[config.mk]
export PLATFORM = sky130hd
export DESIGN_NAME = input_overvoltage_fault_handler
export DESIGN_NICKNAME = d
export VERILOG_FILES = /design/src/shared/ovf_pkg.sv /design/src/rtl/input_overvoltage_fault_handler.sv
export SDC_FILE = /design/constraint.sdc
export NUM_CORES = 1
export LEC_CHECK = 0
export ABC_CLOCK_PERIOD_IN_PS = 7530
export BUFFER_PORTS_ARGS = -buffer_cell sky130_fd_sc_hd__buf_4
export CAP_MARGIN = 25
export CORE_MARGIN = 2
export CORE_UTILIZATION = 60
export DETAILED_ROUTE_END_ITERATION = 10
export PLACE_DENSITY = 0.82
export SKIP_CTS_REPAIR_TIMING = 1
export SYNTH_ARGS = -nofsm -noshare
export SYNTH_HDL_FRONTEND = slang
export SYNTH_SLANG_ARGS = --single-unit
[constraint.sdc]
create_clock -name clock -period 7.53 [get_ports clock]
set_clock_uncertainty 0.05 [all_clocks]
set_input_delay 2.259 -clock clock [delete_from_list [all_inputs] [get_ports clock]]
set_output_delay 2.259 -clock clock [all_outputs]
set_load 0.005 [all_outputs]
[src/shared/ovf_pkg.sv]
// constants and types for the input overvoltage fault handler
package ovf_pkg;
    // =========================================================
    // command codes
    localparam logic [7:0] CMD_TRIP_LEVEL = 8'h55;
    localparam logic [7:0] CMD_FAULT_ACTION = 8'h56;
    // =========================================================
    // reset values
    localparam logic [15:0] TRIP_LEVEL_RESET = 16'h0000;
    localparam logic [7:0] FAULT_ACTION_RESET = 8'hc0;
    // =========================================================
    // action register fields
    localparam int RESP_HI = 7;
    localparam int RESP_LO = 6;
    localparam int RETRY_HI = 5;
    localparam int RETRY_LO = 3;
    localparam int DELAY_HI = 2;
    localparam int DELAY_LO = 0;
    localparam logic [1:0] RESP_IGNORE = 2'h0;
    localparam logic [1:0] RESP_DELAY_THEN_RETRY = 2'h1;
    localparam logic [1:0] RESP_DISABLE_RETRY = 2'h2;
    localparam logic [1:0] RESP_DISABLE_LATCH = 2'h3;
    localparam logic [2:0] RETRY_NONE = 3'h0;
    localparam logic [2:0] RETRY_ONCE = 3'h1;
    localparam logic [2:0] RETRY_FOREVER = 3'h7;
    // =========================================================
    // linear format fields
    localparam int EXP_HI = 15;
    localparam int EXP_LO = 11;
    localparam int MANT_HI = 10;
    localparam int MANT_LO = 0;
    localparam int FIX_FRAC = 16;
    localparam int FIX_W = 48;
    // =========================================================
    // handler states
    typedef enum logic [1:0] {
        st_run,
        st_delay,
        st_off_wait,
        st_latched
    } fault_state_t;
endpackage : ovf_pkg

[src/rtl/input_overvoltage_fault_handler.sv]
// input overvoltage fault detection, response and retry sequencing
//
// Contract
// A 16-bit linear-format trip level is held and any input voltage above it is a fault.
// Response 00 ignores the fault and leaves the output running.
// Response 01 keeps running for the delay time, then applies the retry setting if the fault is still there.
// Response 10 disables the output at once and then follows the retry setting.
// Response 11 disables the output and holds it off until the fault is cleared.
// A latched fault clears on a status clear, a clear-faults command, reset, or an off-then-on command.
// Retry setting 000 makes no restart attempt and leaves the output off until cleared.
// Retry setting 001 makes exactly one restart attempt.
// Retry setting 010 makes exactly two restart attempts.
// When all restart attempts fail the output stays off until the fault is cleared.
// Restart attempts are spaced by the delay count times the delay unit.
// Delay codes 0 to 7 select 1, 2, 4, 8, 16, 32, 64 or 128 delay units.
// Retry settings 011 to 110 give three to six attempts and 111 retries without limit.
// The fault status bit sets whenever the trip comparison fires, whatever the response.
`timescale 1ns/1ps
`default_nettype none
module input_overvoltage_fault_handler (
    input wire logic clock,
    input wire logic arst_n,
    input wire logic cmd_valid,
    input wire logic cmd_write,
    input wire logic [7:0] cmd_code,
    input wire logic [15:0] cmd_wdata,
    output logic [15:0] cmd_rdata,
    output logic cmd_unmapped,
    input wire logic [15:0] vin_measured,
    input wire logic unit_tick,
    input wire logic control_pin,
    input wire logic operation_on,
    input wire logic clear_status,
    input wire logic clear_faults,
    output logic output_enable,
    output logic fault_status,
    output logic fault_latched
);
    // =========================================================
    // helpers
    function automatic logic signed [ovf_pkg::FIX_W-1:0] linear_to_fixed(
        input logic [15:0] word
    );
        logic signed [4:0] expo;
        logic signed [ovf_pkg::FIX_W-1:0] mant;
        expo = $signed(word[ovf_pkg::EXP_HI:ovf_pkg::EXP_LO]);
        mant = ovf_pkg::FIX_W'($signed(word[ovf_pkg::MANT_HI:ovf_pkg::MANT_LO]));
        linear_to_fixed = mant <<< (6'(expo) + 6'(ovf_pkg::FIX_FRAC));
    endfunction : linear_to_fixed
    function automatic logic [7:0] delay_units(input logic [2:0] code);
        delay_units = 8'h01 << code;
    endfunction : delay_units
    // =========================================================
    // control pin synchroniser
    logic ctl_meta_reg;
    logic ctl_sync_reg;
    always_ff @(posedge clock or negedge arst_n) begin
        if (!arst_n) begin
            ctl_meta_reg <= 1'b0;
            ctl_sync_reg <= 1'b0;
        end else begin
            ctl_meta_reg <= control_pin;
            ctl_sync_reg <= ctl_meta_reg;
        end
    end

    // =========================================================
    // registers
    logic [15:0] trip_level_reg;
    logic [15:0] trip_level_next;
    logic [7:0] action_reg;
    logic [7:0] action_next;
    logic [15:0] rdata_reg;
    logic [15:0] rdata_next;
    logic unmapped_reg;
    logic unmapped_next;
    always_comb begin
        trip_level_next = trip_level_reg;
        action_next = action_reg;
        rdata_next = rdata_reg;
        unmapped_next = 1'b0;
        if (cmd_valid) begin
            unique case (cmd_code)
                ovf_pkg::CMD_TRIP_LEVEL: begin
                    if (cmd_write) begin
                        trip_level_next = cmd_wdata;
                    end else begin
                        rdata_next = trip_level_reg;
                    end
                end
                ovf_pkg::CMD_FAULT_ACTION: begin
                    if (cmd_write) begin
                        action_next = cmd_wdata[7:0];
                    end else begin
                        rdata_next = {8'h00, action_reg};
                    end
                end
                default: begin
                    unmapped_next = 1'b1;
                    if (!cmd_write) begin
                        rdata_next = 16'h0000;
                    end
                end
            endcase
        end
    end

    always_ff @(posedge clock or negedge arst_n) begin
        if (!arst_n) begin
            trip_level_reg <= ovf_pkg::TRIP_LEVEL_RESET;
            action_reg <= ovf_pkg::FAULT_ACTION_RESET;
            rdata_reg <= 16'h0000;
            unmapped_reg <= 1'b0;
        end else begin
            trip_level_reg <= trip_level_next;
            action_reg <= action_next;
            rdata_reg <= rdata_next;
            unmapped_reg <= unmapped_next;
        end
    end
    assign cmd_rdata = rdata_reg;
    assign cmd_unmapped = unmapped_reg;

    // =========================================================
    // fault detection and clearing
    logic [1:0] resp;
    logic [2:0] retry;
    logic [2:0] delay_code;
    logic over;
    logic cmd_on;
    logic clear_evt;
    assign resp = action_reg[ovf_pkg::RESP_HI:ovf_pkg::RESP_LO];
    assign retry = action_reg[ovf_pkg::RETRY_HI:ovf_pkg::RETRY_LO];
    assign delay_code = action_reg[ovf_pkg::DELAY_HI:ovf_pkg::DELAY_LO];
    assign over = linear_to_fixed(vin_measured) > linear_to_fixed(trip_level_reg);
    assign cmd_on = ctl_sync_reg && operation_on;
    // being commanded off clears; the output returns when commanded back on
    assign clear_evt = clear_status || clear_faults || !cmd_on;
    logic status_reg;
    logic status_next;
    always_comb begin
        status_next = status_reg;
        if (clear_status || clear_faults) begin
            status_next = 1'b0;
        end
        if (over) begin
            status_next = 1'b1;
        end
    end

    // =========================================================
    // response sequencer
    ovf_pkg::fault_state_t state_reg;
    ovf_pkg::fault_state_t state_next;
    logic [7:0] cnt_reg;
    logic [7:0] cnt_next;
    logic [2:0] attempts_reg;
    logic [2:0] attempts_next;
    logic wait_done;
    assign wait_done = unit_tick && (cnt_reg + 8'h01 >= delay_units(delay_code));
    always_comb begin
        state_next = state_reg;
        cnt_next = cnt_reg;
        attempts_next = attempts_reg;
        if (clear_evt) begin
            state_next = ovf_pkg::st_run;
            cnt_next = 8'h00;
        end else begin
            unique case (state_reg)
                ovf_pkg::st_run: begin
                    cnt_next = 8'h00;
                    attempts_next = retry;
                    if (over) begin
                        unique case (resp)
                            ovf_pkg::RESP_IGNORE: state_next = ovf_pkg::st_run;
                            ovf_pkg::RESP_DELAY_THEN_RETRY: state_next = ovf_pkg::st_delay;
                            ovf_pkg::RESP_DISABLE_RETRY: begin
                                state_next = (retry == ovf_pkg::RETRY_NONE) ?
                                    ovf_pkg::st_latched : ovf_pkg::st_off_wait;
                            end
                            ovf_pkg::RESP_DISABLE_LATCH: state_next = ovf_pkg::st_latched;
                        endcase
                    end
                end
                ovf_pkg::st_delay: begin
                    if (unit_tick) begin
                        cnt_next = cnt_reg + 8'h01;
                    end
                    if (wait_done) begin
                        cnt_next = 8'h00;
                        if (!over) begin
                            state_next = ovf_pkg::st_run;
                        end else if (retry == ovf_pkg::RETRY_NONE) begin
                            state_next = ovf_pkg::st_latched;
                        end else begin
                            state_next = ovf_pkg::st_off_wait;
                        end
                    end
                end
                ovf_pkg::st_off_wait: begin
                    if (unit_tick) begin
                        cnt_next = cnt_reg + 8'h01;
                    end
                    if (wait_done) begin
                        cnt_next = 8'h00;
                        if (!over) begin
                            state_next = ovf_pkg::st_run; // restart succeeded
                        end else if (retry == ovf_pkg::RETRY_FOREVER) begin
                            state_next = ovf_pkg::st_off_wait;
                        end else if (attempts_reg == ovf_pkg::RETRY_ONCE) begin
                            state_next = ovf_pkg::st_latched;
                        end else begin
                            attempts_next = attempts_reg - 3'h1;
                        end
                    end
                end
                ovf_pkg::st_latched: begin
                    state_next = ovf_pkg::st_latched;
                end
            endcase
        end
    end

    always_ff @(posedge clock or negedge arst_n) begin
        if (!arst_n) begin
            state_reg <= ovf_pkg::st_run;
            cnt_reg <= 8'h00;
            attempts_reg <= 3'h0;
            status_reg <= 1'b0;
        end else begin
            state_reg <= state_next;
            cnt_reg <= cnt_next;
            attempts_reg <= attempts_next;
            status_reg <= status_next;
        end
    end
    assign output_enable = cmd_on && (state_reg == ovf_pkg::st_run
        || state_reg == ovf_pkg::st_delay);
    assign fault_status = status_reg;
    assign fault_latched = (state_reg == ovf_pkg::st_latched);
endmodule : input_overvoltage_fault_handler
`default_nettype wire

==> results_dict.tcl <==
set metrics [dict create \
    status "finished clean" \
    layout_common_cells "108 x nand2_1, 69 x o21ai_0, 69 x buf_4" \
    power_w 0.000903 \
    dpl.hpwl_um 11500 \
    drtIter0Drc 412 \
    crit_type "in2reg" \
    antenna_found_initial 0 \
    die-area_um2 10200 \
    fp.dieH_um 101 \
    ys_top_cells_by_area "dfrtp_1 24%, ha_1 13%, nand2_1 7.2%" \
    drive_gt1_share_pct 17.7 \
    fin_area_um2 6350 \
    io_pins 69 \
    cap_violations 0 \
    grtUsageTotal_pct 30.4 \
    crit_path_end_kind "flip-flop" \
    wirelength_um 15000 \
    syn_inst 706 \
    slew_headroom_pct 37.8 \
    syn_area_um2 5640 \
    clk_latency_ps 350 \
    cts_num_sinks 57 \
    routedWlPerCell_um 17.5 \
    period_minus_slack_ps 5710 \
    synth-edff-count 0 \
    clkTransAtPathRegs_ps 80 \
    n_antenna_cell 0 \
    worstPathCellList "buf_4 -> mux2_2 -> o21ai_0 -> nor2_1 -> a21oi_1 -> nand2_1 -> o21ai_0 -> o21ai_0 -> ha_1 -> nand4_1 -> nor3_1 -> nand4_1 -> a31o_1 -> a211o_2 -> nand2_1 -> mux2i_1 -> mux2i_1" \
    hp-start "ctl_meta_reg" \
    rsz0062_at_grt "false" \
    cellLeakagePower_nw 2.82 \
    viasPerCell 6.37 \
    hold_path_class "reg2reg" \
    crit_start "vin_measured[11]" \
    p_per_area_nw_per_um2 142 \
    netlist.area_leader.share_pct 24.4 \
    drc_errors 0 \
    worstPathRequired_ps 7750 \
    port_buffers 68 \
    nNetsFinal 847 \
    final_util_pct 69.1 \
    htreeDepth 3 \
    grt_max_degree 58 \
    grt_overflow 0 \
    arrival_ps 5930 \
    ys.flop_type "dfrtp_1" \
    vias 5457 \
    gp_congestion 1.01 \
    timing.rr.start "trip_level_reg[11]" \
    syn_to_final_growth_pct 12.7 \
    worstMarginPinSlew_ps 933 \
    fmax_ghz 0.175 \
    fp.coreArea_um2 9200 \
    synth_area_leader_cell "dfrtp_1" \
    start_kind "input pin" \
    tritoncts "done" \
    grt_pass1_wl_um 24500 \
    fin_crit_sh_pct 75.9 \
    ys_warn_count 0 \
    async_flop_share_pct 100 \
    cts_buffers 9 \
    grt_pass1_vias 5142 \
    cts_buffer_depth 2 \
    synth_cell_types 65 \
    synth_fp_nets 812 \
    crit_buf_inv 1 \
    rows 35 \
    drtAntennaViolNets 0 \
    cts_root_buf "clkbuf_8" \
    critPathMaxStageDelay_ps 380 \
    synth-seq-cells 57 \
    slew_viol_final 0 \
    synth_area_per_cell_um2 7.99 \
    critPathTopFamily "compound AO/OA/AOI/OAI gates" \
    path_common_cell "o21ai_0" \
    slowest_stage "mux2_2" \
    crit_path_max_fanout 17 \
    peakVddDrop_v 0.000129 \
    die_x_um 101 \
    initial_core_util_pct 61.3 \
    hold_viol 0 \
    dpl_cell_area_um2 6120 \
    setup_viol 0 \
    final_common_cell "nand2_1" \
    finalSetupTns_ps 0 \
    seq_area_frac_synth_pct 25.3 \
    dr.pass1.iters 5 \
]
-- logic make-up after synthesis --
| logic type | count (synthesis) | synth area share (%) |
|---|---|---|
| xor+xnor | 6 | 0.932 |
| simple gates | 248 | 20.6 |
| buf+inv | 64 | 4.37 |
| fa+ha+maj | 57 | 12.6 |
| mux | 66 | 13.0 |
| flops | 57 | 25.3 |
| compound gates | 208 | 23.2 |
-- path summary, 6_finish.rpt --
| check | end | cells past startpoint | slack [ps] |
|---|---|---|---|
| min | ctl_sync_reg | 0 | 310 |
| max in group asynchronous | cnt_reg[2] | 1 | 5020 |
| max reg2reg | state_reg[0] | 15 | 2950 |
| max | state_reg[0] | 17 | 1820 |
| min reg2reg | ctl_sync_reg | 0 | 310 |
| min in group asynchronous | cmd_rdata[10] | 1 | 1920 |
-- synthesized netlist by cell type (all sizes together) (3+ instances only) --
master	n
nor2	59
o21ai	70
and2	8
inv	16
nand3b	4
o221ai	4
a31o	3
mux2i	37
a211o	3
and3	5
a21o	7
o21a	8
clkbuf	37
xnor2	3
nor3b	3
o211ai	5
xor2	3
nor2b	8
nor3	9
nand4	6
nand3	15
o22ai	7
nand2	108
a211oi	8
dfrtp	55
ha	57
nand2b	13
buf	9
mux2	26
mux4	3
a22oi	15
a21oi	51
a221oi	4
o31a	3
a31oi	5
-- power by group --
| group | internal [W] | switching, W | leakage (nW) |
|---|---|---|---|
| registers | 0.000315 | 0.0000142 | 0.749 |
| logic | 0.000102 | 0.000140 | 1.96 |
| clock network | 0.000189 | 0.000143 | 0.110 |
| total | 0.000606 | 0.000297 | 2.82 |
-- cell type report --
cell class                 instances  area, um^2
sequential                        57        1430
clock inverter                     7         103
tap                              111         139
multi-input combinational        585        3960
timing repair buffer              70         529
inverter                          18        67.6
clock buffer                       9         124
fill                             748        2840
-- routing by layer --
metal | share of wire [%] | vias up | GRT usage [%]
li1 | - | 2632 | -
met3 | 7.1 | 45 | 5.76
met1 | 41 | 2545 | 39.1
met2 | 49 | 235 | 50.4
met4 | 3.5 | 0 | 12.7
met5 | 0 | - | 0
-- worst register-to-register path: stages (launching register included) --
cell      delay, ps
dfrtp_1         700
mux2_2          410
o21ai_0         530
nor2_1           80
nor2_1          250
o21ai_0         160
o21ai_0         270
ha_1            300
a21oi_1         190
o21ai_0         110
o311ai_0        310
o211a_1         240
nand3_1         190
nand2_1         160
mux2i_1         320
mux2i_1         240
-- per-stage QoR --
stage	setup slack (ps)	std cells	hold slack, ps
2_1_floorplan	1920	706	281
6_report	1820	857	309
3_3_place_gp	1740	840	289
4_1_cts	1900	856	315
3_5_place_dp	1520	840	293
5_1_grt	1590	857	318
No activity file was read; power rests on OpenSTA's default activity.
